--- config.mk ---
export PLATFORM = sky130hd
export DESIGN_NAME = dssp_device_flat
export DESIGN_NICKNAME = d
export VERILOG_FILES = /design/src/dssp_pkg.sv /design/src/dssp_if.sv /design/src/dssp_device.sv /design/src/flat_wrapper.sv
export SDC_FILE = /design/constraint.sdc
export NUM_CORES = 1
export LEC_CHECK = 0
export BUFFER_PORTS_ARGS = -buffer_cell sky130_fd_sc_hd__buf_4
export CELL_PAD_IN_SITES_DETAIL_PLACEMENT = 0
export CELL_PAD_IN_SITES_GLOBAL_PLACEMENT = 1
export CORE_MARGIN = 2
export CORE_UTILIZATION = 48
export DETAILED_ROUTE_END_ITERATION = 12
export PLACE_DENSITY_LB_ADDON = 0.1
export SLEW_MARGIN = 25
export SYNTH_ARGS = -nofsm -noshare
export SYNTH_HDL_FRONTEND = slang
export SYNTH_SLANG_ARGS = --single-unit
--- constraint.sdc ---
create_clock -name core_clk -period 8.37 [get_ports core_clk]
set_input_delay 0.837 -clock core_clk [delete_from_list [all_inputs] [get_ports core_clk]]
set_output_delay 0.837 -clock core_clk [all_outputs]
set_load 0.05 [all_outputs]
--- src/dssp_pkg.sv ---
// constants and helpers shared by both ends of the synthesizer serial port
package dssp_pkg;

  // core clock period
  localparam int CLK_PERIOD_NS = 4;

  // least time in ns to whole core cycles, rounded up, never below one
  function automatic int ns_to_cycles_min(input int ns);
    int c;
    c = (ns + CLK_PERIOD_NS - 1) / CLK_PERIOD_NS;
    return (c < 1) ? 1 : c;
  endfunction

  // serial clock high and low phase, each at least this long
  localparam int SCLK_MIN_PULSE_NS = 250;
  localparam int SCLK_HALF_CYCLES = ns_to_cycles_min(SCLK_MIN_PULSE_NS);
  // data setup to the rising serial clock edge
  localparam int DATA_SETUP_NS = 50;
  localparam int DATA_SETUP_CYCLES = ns_to_cycles_min(DATA_SETUP_NS);
  // load strobe setup, hold and recovery against the serial clock
  localparam int STROBE_SETUP_NS = 100;
  localparam int STROBE_SETUP_CYCLES = ns_to_cycles_min(STROBE_SETUP_NS);
  // load strobe pulse width, counted in reference or vco periods
  localparam int STROBE_MIN_REF_CYCLES = 3;
  localparam int STROBE_MIN_VCO64_CYCLES = 195;
  localparam int STROBE_MIN_VCO32_CYCLES = 99;

  // frame lengths in serial clocks
  localparam int CFG_FRAME_BITS = 8;
  localparam int REF_FRAME_BITS = 16;
  localparam int LOOP_FRAME_BITS = 24;
  localparam int RESERVED_MAX_BITS = 32;

  // register widths and field positions
  localparam int CFG_W = 8;
  localparam int REF_W = 16;
  localparam int LOOP_W = 24;
  localparam int RATIO_W = 13;
  localparam int REF_MODE_LSB = 13;
  localparam int REF_MODE_W = 3;
  localparam int CFG_STEER_BIT = 7;
  localparam int LOOP_STEER_BIT = 23;

  // bit counter, saturates above the reserved range
  localparam int COUNT_W = 6;
  localparam logic [COUNT_W-1:0] COUNT_SAT = 6'h21;

  // reset values
  localparam logic [CFG_W-1:0] CFG_RESET = 8'h00;
  localparam logic [REF_W-1:0] REF_RESET = 16'h0000;
  localparam logic [LOOP_W-1:0] LOOP_RESET = 24'h000000;
  localparam logic [RATIO_W-1:0] RATIO_RESET = 13'h0000;

endpackage

--- src/dssp_if.sv ---
// serial programming link between host and synthesizer
`timescale 1ns/100ps
interface dssp_if;
  logic serialClk;
  logic serialData;
  logic activeLowLoadStrobe_n;

  modport host (
    output serialClk,
    output serialData,
    output activeLowLoadStrobe_n
  );

  modport device (
    input serialClk,
    input serialData,
    input activeLowLoadStrobe_n
  );
endinterface

--- src/dssp_device.sv ---
// device end: serial load port with double-buffered reference ratio
//
// How it works
// - msb first, data sampled on serial clock rise
// - frame length picks config, reference or loop
// - shifting never disturbs programmed registers
// - host keeps loop count at least swallow count
// - low 13 reference bits are double-buffered
// - top 3 reference bits act at once
// - main loop word copies ratio to main hold
// - second loop word copies ratio to second hold
// - one steering bit picks main or second
// - host sends no other length up to 32
// - host holds strobe pulse its minimum width
// - strobe rise commits shifted data by length
// - strobe high clears and holds the shifter
// - strobe changes only while serial clock low
`timescale 1ns/100ps
module dssp_device
  import dssp_pkg::*;
(
  input wire logic core_clk,
  input wire logic rst,
  dssp_if.device link,
  output logic [CFG_W-1:0] configMain,
  output logic [CFG_W-1:0] configSecond,
  output logic [REF_W-1:0] refFirstBuffer,
  output logic [REF_MODE_W-1:0] refMode,
  output logic [RATIO_W-1:0] ratioHoldMain,
  output logic [RATIO_W-1:0] ratioHoldSecond,
  output logic [LOOP_W-1:0] loopWordMain,
  output logic [LOOP_W-1:0] loopWordSecond,
  output logic frameLoaded,
  output logic frameDropped
);

  // edge history of the link pins
  logic sclkPrev_q;
  logic sclkPrev_d;
  logic strobePrev_q;
  logic strobePrev_d;

  // shifter and bit count
  logic [LOOP_W-1:0] shift_q;
  logic [LOOP_W-1:0] shift_d;
  logic [COUNT_W-1:0] count_q;
  logic [COUNT_W-1:0] count_d;

  // programmed registers
  logic [CFG_W-1:0] cfgMain_q;
  logic [CFG_W-1:0] cfgMain_d;
  logic [CFG_W-1:0] cfgSecond_q;
  logic [CFG_W-1:0] cfgSecond_d;
  logic [REF_W-1:0] refFirst_q;
  logic [REF_W-1:0] refFirst_d;
  logic [RATIO_W-1:0] holdMain_q;
  logic [RATIO_W-1:0] holdMain_d;
  logic [RATIO_W-1:0] holdSecond_q;
  logic [RATIO_W-1:0] holdSecond_d;
  logic [LOOP_W-1:0] loopMain_q;
  logic [LOOP_W-1:0] loopMain_d;
  logic [LOOP_W-1:0] loopSecond_q;
  logic [LOOP_W-1:0] loopSecond_d;

  // commit reporting pulses
  logic loaded_q;
  logic loaded_d;
  logic dropped_q;
  logic dropped_d;

  // pin decode
  logic framing;
  logic sclkRise;
  logic strobeRise;

  // strobe low opens a frame; edges seen against last cycle's level
  assign framing = ~link.activeLowLoadStrobe_n;
  assign sclkRise = link.serialClk & ~sclkPrev_q;
  assign strobeRise = link.activeLowLoadStrobe_n & ~strobePrev_q;

  // next state of shifter, counter and programmed registers
  always_comb
  begin
    sclkPrev_d = link.serialClk;
    strobePrev_d = link.activeLowLoadStrobe_n;
    shift_d = shift_q;
    count_d = count_q;
    cfgMain_d = cfgMain_q;
    cfgSecond_d = cfgSecond_q;
    refFirst_d = refFirst_q;
    holdMain_d = holdMain_q;
    holdSecond_d = holdSecond_q;
    loopMain_d = loopMain_q;
    loopSecond_d = loopSecond_q;
    loaded_d = 1'b0;
    dropped_d = 1'b0;

    // strobe high keeps the port initialized, no shifting at all
    if (!framing)
    begin
      shift_d = '0;
      count_d = '0;
    end
    else if (sclkRise)
    begin
      // first bit in ends up as the msb of the word
      shift_d = {shift_q[LOOP_W-2:0], link.serialData};
      // saturate so long cascade frames never wrap into a legal count
      if (count_q != COUNT_SAT)
      begin
        count_d = count_q + 6'h01;
      end
    end

    // registers move only here, on the strobe rise
    if (strobeRise)
    begin
      unique case (count_q)
        COUNT_W'(CFG_FRAME_BITS):
        begin
          loaded_d = 1'b1;
          // steering bit picks which config byte
          if (shift_q[CFG_STEER_BIT])
          begin
            cfgSecond_d = shift_q[CFG_W-1:0];
          end
          else
          begin
            cfgMain_d = shift_q[CFG_W-1:0];
          end
        end
        COUNT_W'(REF_FRAME_BITS):
        begin
          loaded_d = 1'b1;
          // whole word to the first buffer; mode bits read out at once
          refFirst_d = shift_q[REF_W-1:0];
        end
        COUNT_W'(LOOP_FRAME_BITS):
        begin
          loaded_d = 1'b1;
          // ratio moves with the loop word so the steered channel's dividers change together
          if (shift_q[LOOP_STEER_BIT])
          begin
            loopSecond_d = shift_q;
            holdSecond_d = refFirst_q[RATIO_W-1:0];
          end
          else
          begin
            loopMain_d = shift_q;
            holdMain_d = refFirst_q[RATIO_W-1:0];
          end
        end
        default:
        begin
          // an empty frame is ignored quietly, any other length reported
          dropped_d = (count_q != '0);
        end
      endcase
    end
  end

  // state registers
  always_ff @(posedge core_clk or posedge rst)
  begin
    if (rst)
    begin
      sclkPrev_q <= 1'b0;
      strobePrev_q <= 1'b1;
      shift_q <= LOOP_RESET;
      count_q <= '0;
      cfgMain_q <= CFG_RESET;
      cfgSecond_q <= CFG_RESET;
      refFirst_q <= REF_RESET;
      holdMain_q <= RATIO_RESET;
      holdSecond_q <= RATIO_RESET;
      loopMain_q <= LOOP_RESET;
      loopSecond_q <= LOOP_RESET;
      loaded_q <= 1'b0;
      dropped_q <= 1'b0;
    end
    else
    begin
      sclkPrev_q <= sclkPrev_d;
      strobePrev_q <= strobePrev_d;
      shift_q <= shift_d;
      count_q <= count_d;
      cfgMain_q <= cfgMain_d;
      cfgSecond_q <= cfgSecond_d;
      refFirst_q <= refFirst_d;
      holdMain_q <= holdMain_d;
      holdSecond_q <= holdSecond_d;
      loopMain_q <= loopMain_d;
      loopSecond_q <= loopSecond_d;
      loaded_q <= loaded_d;
      dropped_q <= dropped_d;
    end
  end

  // outputs straight from flops
  assign configMain = cfgMain_q;
  assign configSecond = cfgSecond_q;
  assign refFirstBuffer = refFirst_q;
  // not double-buffered: follows the first buffer directly
  assign refMode = refFirst_q[REF_MODE_LSB +: REF_MODE_W];
  assign ratioHoldMain = holdMain_q;
  assign ratioHoldSecond = holdSecond_q;
  assign loopWordMain = loopMain_q;
  assign loopWordSecond = loopSecond_q;
  assign frameLoaded = loaded_q;
  assign frameDropped = dropped_q;

  // the divider relation of loop and swallow counts is the host's to
  // keep; the words are stored as sent, unchecked
  // strobe moves while the clock is low, so an edge of the strobe never
  // lands in the same cycle as a clock rise

endmodule

--- src/flat_wrapper.sv ---
// flat-port wrapper written by rule: the top's interface ports become plain ports
module dssp_device_flat import dssp_pkg::*;
  (core_clk, rst, configMain, configSecond, refFirstBuffer, refMode, ratioHoldMain, ratioHoldSecond, loopWordMain, loopWordSecond, frameLoaded, frameDropped, link_serialClk, link_serialData, link_activeLowLoadStrobe_n);
  dssp_if link_i ();
  input wire logic core_clk;
  input wire logic rst;
  output logic [CFG_W-1:0] configMain;
  output logic [CFG_W-1:0] configSecond;
  output logic [REF_W-1:0] refFirstBuffer;
  output logic [REF_MODE_W-1:0] refMode;
  output logic [RATIO_W-1:0] ratioHoldMain;
  output logic [RATIO_W-1:0] ratioHoldSecond;
  output logic [LOOP_W-1:0] loopWordMain;
  output logic [LOOP_W-1:0] loopWordSecond;
  output logic frameLoaded;
  output logic frameDropped;
  input wire logic [$bits(link_i.serialClk)-1:0] link_serialClk;
  input wire logic [$bits(link_i.serialData)-1:0] link_serialData;
  input wire logic [$bits(link_i.activeLowLoadStrobe_n)-1:0] link_activeLowLoadStrobe_n;
  assign link_i.serialClk = link_serialClk;
  assign link_i.serialData = link_serialData;
  assign link_i.activeLowLoadStrobe_n = link_activeLowLoadStrobe_n;
  dssp_device u_core (.core_clk(core_clk), .rst(rst), .link(link_i), .configMain(configMain), .configSecond(configSecond), .refFirstBuffer(refFirstBuffer), .refMode(refMode), .ratioHoldMain(ratioHoldMain), .ratioHoldSecond(ratioHoldSecond), .loopWordMain(loopWordMain), .loopWordSecond(loopWordSecond), .frameLoaded(frameLoaded), .frameDropped(frameDropped));
endmodule
# Yosys cells after proc, flatten, opt, wreduce, memory -nomap -nowiden
# Index checks and enable logic that the tools add are counted.
# Widths: inputs -> output; s select.
[word_totals] ff_bits=138 in_bits=5 out_inout_bits=111 wordCells=43
[op_classes] addsub=1 eq_ne=4 n_mux=9 bitwise_logic=6 n_reduce_logical=10
[op_table] op="$mux 24" count=2
[op_table] op="$mux 6" count=3
[op_table] op="$eq 6x5->1 const B" count=2
[op_table] op="$reduce_and 3->1" count=4
[op_table] op="$add 6x1->6 const B" count=1
[op_table] op="$eq 6x4->1 const B" count=1
[op_table] op="$ne 6x6->1 const B" count=1
[op_table] op="$reduce_bool 6->1" count=1
[op_table] op="$mux 1" count=4
[op_table] op="$not 1->1" count=4
[op_table] op="$reduce_and 2->1" count=2
[op_table] op="$reduce_bool 2->1" count=2
[op_table] op="$reduce_or 3->1" count=1
[op_table] op="$and 1x1->1" count=2

# Longest topological paths before layout
# Gate-level depths: netlist (run 1).
[depth] ltp_word=4 ltp_mapped=7 mapped_depth_nobuf=5

# Least setup slack after synthesis (run 1)
# Ideal clock, no wire load.
[synth_timing] path_type="input to register" from="input port link_activeLowLoadStrobe_n" to="register u_core.holdSecond_q[0] (netlist: u_core.ratioHoldSecond[0])" arrival_ns=2.227 setup_slack_ns=6.018 cell_stages=6 n_path_buf=3 cell_sequence="buf_2 nand4b_2 or4_4 buf_6 buf_8 mux2_4"
[synth_between] elab_chain_len=2
[synth_rtl] element="start: declaration" line="flat_wrapper.sv:19" text="input wire logic [$bits(link_i.activeLowLoadStrobe_n)-1:0] link_activeLowLoadStrobe_n;"
[synth_rtl] element="$and 1x1->1" line="dssp_device.sv:79" text="assign strobeRise = link.activeLowLoadStrobe_n & ~strobePrev_q;"
[synth_rtl] element="$reduce_and 3->1 (no line)"
[synth_rtl] element="end signal: assignment" line="dssp_device.sv:191" text="holdSecond_q <= holdSecond_d;"
[synth_rtl] element="end: declaration" line="dssp_device.sv:58" text="logic [RATIO_W-1:0] holdSecond_q;"
# Every way passes these cells.
# A chain may end at the register's enable or synchronous reset.

# Worst setup path after layout (run 1)
[layout_timing] from="register u_core.count_q[0]" to="register u_core.loopMain_q[0] (netlist: u_core.loopWordMain[0])"
[layout_between] elab_chain_len=2
[layout_rtl] element="start: declaration" line="dssp_device.sv:46" text="logic [COUNT_W-1:0] count_q;"
[layout_rtl] element="start signal: assignment" line="dssp_device.sv:186" text="count_q <= count_d;"
[layout_rtl] element="$eq 6x5->1" line="dssp_device.sv:118" text="unique case (count_q)"
[layout_rtl] element="$reduce_and 3->1 (no line)"
[layout_rtl] element="end signal: assignment" line="dssp_device.sv:192" text="loopMain_q <= loopMain_d;"
[layout_rtl] element="end: declaration" line="dssp_device.sv:60" text="logic [LOOP_W-1:0] loopMain_q;"
# Every way passes these cells.

==> results of run 1 <==
-- state kept, by name, indices dropped and copies added (netlist names) --
name                    flops
u_core.configSecond         8
u_core.loopWordSecond      24
u_core.count_q              6
u_core.sclkPrev_q           1
u_core.ratioHoldMain       13
u_core.strobePrev_q         1
u_core.ratioHoldSecond     13
u_core.frameLoaded          1
u_core.frameDropped         1
u_core.refFirstBuffer      16
u_core.shift_q             24
u_core.configMain           7
u_core.loopWordMain        23
-- cell usage in the layout, fill, tap and decap left out, types with 2 or more instances in the layout --
| cell | netlist | routed |
|---|---|---|
| mux2_2 | 71 | 71 |
| o21ai_0 | 2 | 2 |
| nand3_1 | 3 | 3 |
| or4_1 | 2 | 2 |
| clkbuf_8 | 0 | 4 |
| nand2_1 | 52 | 52 |
| a21oi_1 | 28 | 28 |
| buf_4 | 5 | 116 |
| nor4bb_1 | 2 | 2 |
| clkbuf_1 | 7 | 5 |
| clkbuf_16 | 0 | 17 |
| ha_1 | 3 | 3 |
| nor3_1 | 2 | 2 |
| nand2b_1 | 4 | 4 |
| nor4_1 | 2 | 2 |
| or3_1 | 2 | 2 |
| mux2_4 | 29 | 29 |
| dfrtp_1 | 137 | 137 |
| conb_1 | 1 | 2 |
| clkinv_2 | 0 | 3 |
| mux2_1 | 2 | 2 |
| inv_1 | 4 | 3 |
-- metrics by stage --
stage               total power [mW]  area [µm²]  hold WS [ns]  instances
floorplan                      0.707        5580         0.520        392
global placement               0.715        6450         0.450        626
detailed placement             0.716        6450         0.454        626
CTS                             1.37        6960         0.472        655
global route                    1.41        6980         0.472        656
finish                          1.35        6980         0.467        656
-- report_power, final --
part	internal, mW	switching, mW
registers	0.670	0.00238
logic	0.00542	0.0255
clock network	0.403	0.249
-- worst reg2reg max path: cells and delay by family, from the launching register on --
family        cells  cell delay [ns]
simple gates      2             1.23
buf+inv           2             0.53
flops             1             0.45
mux               1             0.38
fa+ha+maj         1             0.17
-- Yosys cell counts, types with 2 or more instances --
| library cell | n | area, µm² |
|---|---|---|
| a21oi_1 | 28 | 140 |
| buf_1 | 3 | 11.3 |
| buf_12 | 2 | 40.0 |
| buf_2 | 2 | 10.0 |
| buf_4 | 5 | 37.5 |
| buf_6 | 4 | 45.0 |
| clkbuf_1 | 7 | 26.3 |
| dfrtp_1 | 137 | 3430 |
| ha_1 | 3 | 37.5 |
| inv_1 | 4 | 15.0 |
| mux2_1 | 2 | 22.5 |
| mux2_2 | 71 | 800 |
| mux2_4 | 29 | 435 |
| nand2_1 | 52 | 195 |
| nand2b_1 | 4 | 25.0 |
| nand3_1 | 3 | 15.0 |
| nor2b_1 | 2 | 12.5 |
| nor3_1 | 2 | 10.0 |
| nor4_1 | 2 | 12.5 |
| nor4bb_1 | 2 | 20.0 |
| o21ai_0 | 2 | 10.0 |
| or3_1 | 2 | 12.5 |
| or4_1 | 2 | 15.0 |
-- layout make-up --
class                           count  area (µm²)
Fill cell                         912        4390
Sequential cell                   138        3450
Multi-Input combinational cell    225        1930
Timing Repair Buffer              117         882
Clock buffer                       26         499
Tap cell                          143         179
Inverter                            4        20.0
Clock inverter                      3        15.0
-- logic make-up after synthesis --
kind of cell,share of synthesized area (%)
AO/OA/AOI/OAI,3.14
adder cells (fa/ha/maj),0.673
buffers and inverters,3.68
flip-flops,61.9
multiplexers,22.5
other,0.0672
AND/OR/NAND/NOR,7.98
-- layer usage --
metal	vias up	part of all wire, %
met5	-	0
met4	0	1.5
met3	13	4.8
met2	88	48
met1	1745	46
li1	1569	-
-- how the worst max path moves through the flow --
stage	start	slack (ns)	cells past startpoint	end
floorplan	rst	3.84	1	u_core.configMain[0]$_DFFE_PP0P_
global placement	link_activeLowLoadStrobe_n	5.24	5	u_core.loopWordMain[0]$_DFFE_PP0P_
detailed placement	link_activeLowLoadStrobe_n	5.18	5	u_core.ratioHoldMain[7]$_DFFE_PP0P_
CTS	u_core.count_q[0]$_DFFE_PP0P_	5.41	6	u_core.loopWordMain[2]$_DFFE_PP0P_
global route	u_core.count_q[0]$_DFFE_PP0P_	5.27	6	u_core.loopWordMain[3]$_DFFE_PP0P_
finish	u_core.count_q[0]$_DFFE_PP0P_	5.50	6	u_core.loopWordMain[0]$_DFFE_PP0P_
==> results.ini, run 1 <==
[critical_path]
worstPathRequired_ns=8.66
worstSetupStartpointType=flip-flop
r2r-start=u_core.count_q[0]$_DFFE_PP0P_
critPathBufInv=2
r2r_slack_ns=5.50
slowest_stage=nor3_4
crit_chain=inv_1 -> ha_1 -> or3b_2 -> nor3_4 -> buf_4 -> mux2_2
crit_family=simple AND/OR/NAND/NOR gates
slowest_delay_ns=0.73
r2r_cells=6
cp.arrival_ns=3.16
r2r_end=u_core.loopWordMain[0]$_DFFE_PP0P_
worstSetupPathType=reg2reg
critPathMaxFanout=19
setup.worst_path.end_class=flip-flop

[synth]
synth_cells=391
ys_warn_count=0
ys_seq_elements=138
synth_edf_count=0
synthDistinctLibCells=44
ys.flop_type=dfrtp_1
post_synth.cell_area_avg_um2=14.3
syn_area_mm2=0.00558
async_flop_share_pct=100
synth_seq_area_share_pct=61.9

[global_route]
grt_max_degree=75
grt_pass1_wl_um=18200
use_met1_pct=26.0
antenna_found_initial=0
overflow=0
grt-busiest-layer=met2
use_met2_pct=27.9
use_met3_pct=5.44
grt_pass1_vias=3321
grt_use_total_pct=18.6

[floorplan]
pin_count=116
rows=39
dieArea_mm2=0.0125
start_util_pct=49.1
core-area_mm2=0.0114
fp.dieW_um=112
die_height_um=112

[clock_tree]
cts_made_buffers=17
clk_pin_slew_worst_paths_ns=0.05
cts_tree=yes
hold_buffers=0
htreeDepth=4
cts_buffer_depth=2
cts-root-buf=clkbuf_16
ctsResizeCount=0
numClockSinks=138
postCtsSetupBuffers=0
clock_latency_ns=0.41

[run]
drv_cap=0

[drt]
vias=3415
drc=0
drt-initial-drc-count=193
drt_first_pass_iters=4
drt-total-wl_um=11200
wire_per_inst_um=17.0
avgViaCountPerCell=5.21
ant_nets=0

[sta]
hold_violations=0
rsz0062_at_grt=no
fin_crit_ns=2.87
layout_setup_ws_ns=5.50
fin_skew_ns=0.00462
relSlewSlack_pct=30.7
fin_crit_sh_pct=34.3
setup_viol=0
slew_viol_final=0
setup-tns-final_ns=0
worstMarginPinSlew_ns=1.03
max_freq_mhz=348

[power_and_ir_drop]
p_leak_nw=3.68
peakVddDrop_uv=122
powerDensity_mw_per_mm2=194

[final_layout]
syn_to_final_growth_pct=25.0
num_antenna_cells=0
final_core_util_pct=61.4
fin_nets=511
drive_gt1_share_pct=48.7

[worst_hold_path]
hp-class=reg2reg
min-delay-start=u_core.configSecond[7]$_DFFE_PP0P_
min_to=u_core.configSecond[7]$_DFFE_PP0P_
whs_path_depth=1

[outcome]
status=finished clean

[place]
portBuffers=113
post-dp-hpwl_um=7180
place_ws_ns=5.18
place_congestion=0.772

Note: power is estimated with default switching activity, not from simulation.
==> inputs of run 2 (changes only) <==
--- a/config.mk
+++ b/config.mk
@@ -9,7 +9,7 @@
 export CELL_PAD_IN_SITES_DETAIL_PLACEMENT = 0
 export CELL_PAD_IN_SITES_GLOBAL_PLACEMENT = 1
 export CORE_MARGIN = 2
-export CORE_UTILIZATION = 48
+export CORE_UTILIZATION = 40
 export DETAILED_ROUTE_END_ITERATION = 12
 export PLACE_DENSITY_LB_ADDON = 0.1
 export SLEW_MARGIN = 25
==> constraint.sdc (replaced) <==
create_clock -name core_clk -period 2.6 [get_ports core_clk]
set_input_delay 0.26 -clock core_clk [delete_from_list [all_inputs] [get_ports core_clk]]
set_output_delay 0.26 -clock core_clk [all_outputs]
set_load 0.05 [all_outputs]
==> results.ini, run 2 (synthesis results as in run 1) <==
[sta]
setup-tns-final_ns=0
rsz0062_at_grt=no
relSlewSlack_pct=49.7
fin_crit_ns=2.21
fin_skew_ns=0.00646
fin_crit_sh_pct=85.0
setup_viol=0
slew_viol_final=0
max_freq_mhz=453
hold_violations=0
worstMarginPinSlew_ns=0.755

[place]
place_congestion=0.781
placed_cell_area_mm2=0.00657
portBuffers=113
post-dp-hpwl_um=7580

[critical_path]
r2r_end=u_core.loopWordMain[12]$_DFFE_PP0P_
worstPathRequired_ns=2.90
r2r-start=u_core.count_q[0]$_DFFE_PP0P_
slowest_stage=or3b_2
worstSetupPathType=reg2reg
r2r_slack_ns=0.39
critPathLaunch=u_core.count_q[0]$_DFFE_PP0P_
critPathBufInv=2
worstSetupStartpointType=flip-flop
critPathMaxFanout=23
crit_chain=inv_1 -> ha_1 -> or3b_2 -> nor3_4 -> buf_4 -> mux2_2
slowest_delay_ns=0.50
crit_family=simple AND/OR/NAND/NOR gates
setup.worst_path.end_class=flip-flop
r2r_cells=6
cp.arrival_ns=2.51

[clock_tree]
cts_buffer_depth=2
cts_tree=yes
htreeDepth=4
numClockSinks=138
clk_pin_slew_worst_paths_ns=0.06
cts-root-buf=clkbuf_16
clock_latency_ns=0.42
cts_made_buffers=17

[final_layout]
finish.instance_area_mm2=0.00717
drive_gt1_share_pct=49.7
final_core_util_pct=52.0
fin_nets=518
final_common_cell=dfrtp_1
syn_to_final_growth_pct=28.5
num_antenna_cells=0
most-common-layout-cells=137 x dfrtp_1, 121 x buf_4, 71 x mux2_2

[worst_hold_path]
hp-class=in2async

[global_route]
grt_pass1_vias=3456
grt_max_degree=139
grt_pass1_wl_um=19000
antenna_found_initial=0
overflow=0
grt_use_total_pct=17.0

[drt]
vias=3431
drt-total-wl_um=11800
wire_per_inst_um=16.8
drc=0
drt-initial-drc-count=191
ant_nets=0
avgViaCountPerCell=4.88
drt_first_pass_iters=4

[floorplan]
rows=43
start_util_pct=40.5
pin_count=116
dieArea_mm2=0.0149
fp.dieW_um=122
core-area_mm2=0.0138
die_height_um=122

[power_and_ir_drop]
p_leak_nw=3.76
peakVddDrop_uv=398
powerDensity_mw_per_mm2=649
power.total_mw=4.65

[run]
drv_cap=0

[outcome]
status=finished clean

run 2: where the power goes:
group / switching (mW) / internal (mW)
registers: 0.00748 / 2.15
clock network: 0.868 / 1.51
logic: 0.0851 / 0.0253
total: 0.961 / 3.69
run 2: area by class of cell:
| cell class | instances | area, µm² |
|---|---|---|
| fill | 1209 | 6610 |
| sequential | 138 | 3450 |
| multi-input combinational | 225 | 1930 |
| timing repair buffer | 124 | 958 |
| clock buffer | 25 | 495 |
| tap | 180 | 225 |
| clock inverter | 7 | 88.8 |
| inverter | 4 | 18.8 |
run 2: metrics by stage:
| step | hold WS (ns) | worst slack (ns) | cells |
|---|---|---|---|
| floorplan | 0.264 | 0.479 | 392 |
| detailed placement | 0.411 | 0.369 | 670 |
| finish | 0.0433 | 0.391 | 703 |
| CTS | 0.0746 | 0.368 | 703 |
| global placement | 0.407 | 0.432 | 670 |
| global route | 0.104 | 0.248 | 703 |
run 2: per-layer routing:
| layer | wire length, µm | GRT usage, % | vias up |
|---|---|---|---|
| li1 | - | - | 1584 |
| met1 | 5660 | 23.8 | 1754 |
| met2 | 5440 | 24.6 | 80 |
| met3 | 545 | 4.68 | 13 |
| met4 | 192 | 7.54 | 0 |
| met5 | 0 | 0 | - |
run 2: worst max-delay path by stage:
stage | cells past startpoint | end | slack [ns]
floorplan | 6 | u_core.loopWordMain[10]$_DFFE_PP0P_ | 0.48
global placement | 6 | u_core.loopWordMain[3]$_DFFE_PP0P_ | 0.43
detailed placement | 6 | u_core.loopWordMain[12]$_DFFE_PP0P_ | 0.37
CTS | 6 | u_core.loopWordMain[12]$_DFFE_PP0P_ | 0.37
global route | 6 | u_core.loopWordMain[12]$_DFFE_PP0P_ | 0.25
finish | 6 | u_core.loopWordMain[12]$_DFFE_PP0P_ | 0.39
run 2: tightest hold or removal path: stages:
cell and delay (ns):
buf_4 0.12, clkinvlp_4 0.07, buf_12 0.50
run 2: what timing repair did:
action | CTS | global route
buffers inserted | 0 | 0
resized for setup | 0 | 0
hold buffers | 1 | 0
endpoints found under the hold margin | 1 | 0
==> inputs of run 3 (changes only) <==
--- a/config.mk
+++ b/config.mk
@@ -9,7 +9,7 @@
 export CELL_PAD_IN_SITES_DETAIL_PLACEMENT = 0
 export CELL_PAD_IN_SITES_GLOBAL_PLACEMENT = 1
 export CORE_MARGIN = 2
-export CORE_UTILIZATION = 40
+export CORE_UTILIZATION = 44
 export DETAILED_ROUTE_END_ITERATION = 12
 export PLACE_DENSITY_LB_ADDON = 0.1
 export SLEW_MARGIN = 25
==> constraint.sdc (replaced) <==
create_clock -name core_clk -period 2.05 [get_ports core_clk]
set_input_delay 0.205 -clock core_clk [delete_from_list [all_inputs] [get_ports core_clk]]
set_output_delay 0.205 -clock core_clk [all_outputs]
set_load 0.05 [all_outputs]
==> results.ini, run 3 (synthesis results as in run 1) <==
[outcome]
status=finished clean

[critical_path]
r2r_slack_ns=0.08
critPathBufInv=3
setup.worst_path.end_class=flip-flop
crit_family=simple AND/OR/NAND/NOR gates
worstPathRequired_ns=2.34
critPathMaxFanout=13
cp.arrival_ns=2.26
slowest_delay_ns=0.41
crit_chain=inv_1 -> ha_1 -> or3b_4 -> nor3_4 -> buf_4 -> buf_6 -> mux2_2
worstSetupPathType=reg2reg
slowest_stage=or3b_4
worstSetupStartpointType=flip-flop

[final_layout]
syn_to_final_growth_pct=30.7
most-common-layout-cells=137 x dfrtp_1, 129 x buf_4, 71 x mux2_2
finish.instance_area_mm2=0.00729
drive_gt1_share_pct=50.8
seqCellArea_mm2=0.00345
final_cells=707
multiInputGateArea_mm2=0.00193
final_common_cell=dfrtp_1
fin_nets=530
num_antenna_cells=0
n_fill_cell=1079

[floorplan]
rows=41
die_height_um=117
pin_count=116
fp.dieW_um=117
core-area_mm2=0.0125
start_util_pct=44.6
dieArea_mm2=0.0136

[sta]
setup_viol=0
max_freq_mhz=508
hold_violations=0
fin_crit_ns=1.97
whs_ns=0.0508
setup-tns-final_ns=0
layout_setup_ws_ns=0.0809
fin_skew_ns=0.00780
slew_viol_final=0
relSlewSlack_pct=60.4
worstMarginPinSlew_ns=0.593
fin_crit_sh_pct=96.1

[drt]
drt-total-wl_um=11500
ant_nets=0
drt-initial-drc-count=210
wire_per_inst_um=16.3
vias=3500
avgViaCountPerCell=4.95
drc=0
drt_first_pass_iters=4

[place]
dp.cells=670
place_congestion=0.746
place_ws_ns=0.0502
portBuffers=113
post-dp-hpwl_um=7550
placed_cell_area_mm2=0.00664

[clock_tree]
htreeDepth=4
clk_pin_slew_worst_paths_ns=0.06
clock_latency_ns=0.41
cts_buffer_depth=2
numClockSinks=138
cts_tree=yes
cts-root-buf=clkbuf_16
cts_made_buffers=17

[global_route]
grt_max_degree=112
grt_use_total_pct=17.8
overflow=0
antenna_found_initial=0
grt_pass1_wl_um=18200
grt_pass1_vias=3395

[power_and_ir_drop]
powerDensity_mw_per_mm2=809
power_frac_comb_pct=2.6
power_frac_clock_pct=51.0
p_leak_nw=3.83
intPower_mw=4.72
peakVddDrop_uv=535
p_sw_mw=1.19
seqPwrFrac_pct=46.4
swShare_pct=20.1

[run]
drv_cap=0

[worst_hold_path]
hp-class=in2reg

## run 3: changes by cell type in the layout (fill, tap and decap cells not counted), sizes merged
cell,previous run,this run
clkbuf,25,26
buf,123,133
clkinv,5,4
dlygate4sd3,1,2
clkinvlp,1,2
## run 3: final timing paths
| kind | from | to | cells past startpoint |
|---|---|---|---|
| max | u_core.count_q[1]$_DFFE_PP0P_ | u_core.loopWordMain[19]$_DFFE_PP0P_ | 7 |
| min | link_serialData | u_core.shift_q[0]$_DFFE_PP0P_ | 3 |
| min reg2reg | u_core.configSecond[7]$_DFFE_PP0P_ | u_core.configSecond[7]$_DFFE_PP0P_ | 1 |
| max in group asynchronous | rst | u_core.ratioHoldSecond[11]$_DFFE_PP0P_ | 4 |
| min in group asynchronous | rst | u_core.loopWordSecond[23]$_DFFE_PP0P_ | 4 |
| max reg2reg | u_core.count_q[1]$_DFFE_PP0P_ | u_core.loopWordMain[19]$_DFFE_PP0P_ | 7 |
## run 3: layer usage
| layer | GRT usage (%) | share of wire, % | vias to the layer above |
|---|---|---|---|
| met3 | 5.71 | 5.0 | 8 |
| met1 | 24.7 | 46 | 1785 |
| met2 | 26.9 | 48 | 92 |
| met4 | 5.41 | 0.82 | 0 |
| met5 | 0 | 0 | - |
| li1 | - | - | 1615 |
## run 3: through the flow
stage	power, mW	util, %
after floorplan	2.89	-
after global placement	2.94	53.0
after detailed placement	2.94	53.0
after CTS	5.97	57.9
after global routing	6.12	58.3
final	5.90	58.3
## run 3: power groups by stage
stage / clock (mW) / combinational, mW / sequential [mW]
after global routing: 3.21 / 0.172 / 2.74
final: 3.01 / 0.153 / 2.74
after global placement: 0 / 0.154 / 2.79
after detailed placement: 0 / 0.155 / 2.79
after floorplan: 0 / 0.0965 / 2.79
after CTS: 3.07 / 0.158 / 2.74
## run 3: tightest hold or removal path, delay by kind of cell
family / cells / cell delay, ns
AOI/OAI and AO/OA: 1 / 0.05
buffers and inverters: 1 / 0.11
and+or+nand+nor: 1 / 0.05
## run 3: area by class of cell
type / instances / area share, %
tap: 172 / 2.95
sequential: 138 / 47.4
clock inverter: 7 / 1.20
timing repair buffer: 136 / 14.9
inverter: 4 / 0.257
clock buffer: 25 / 6.93
multi-input combinational: 225 / 26.4
## run 3: what timing repair did
action                     in CTS  in global routing
setup endpoints to repair       0                 29
setup buffers                   0                  2
gates resized for setup         0                  1
hold buffers                    2                  0
hold endpoints to repair       28                  0
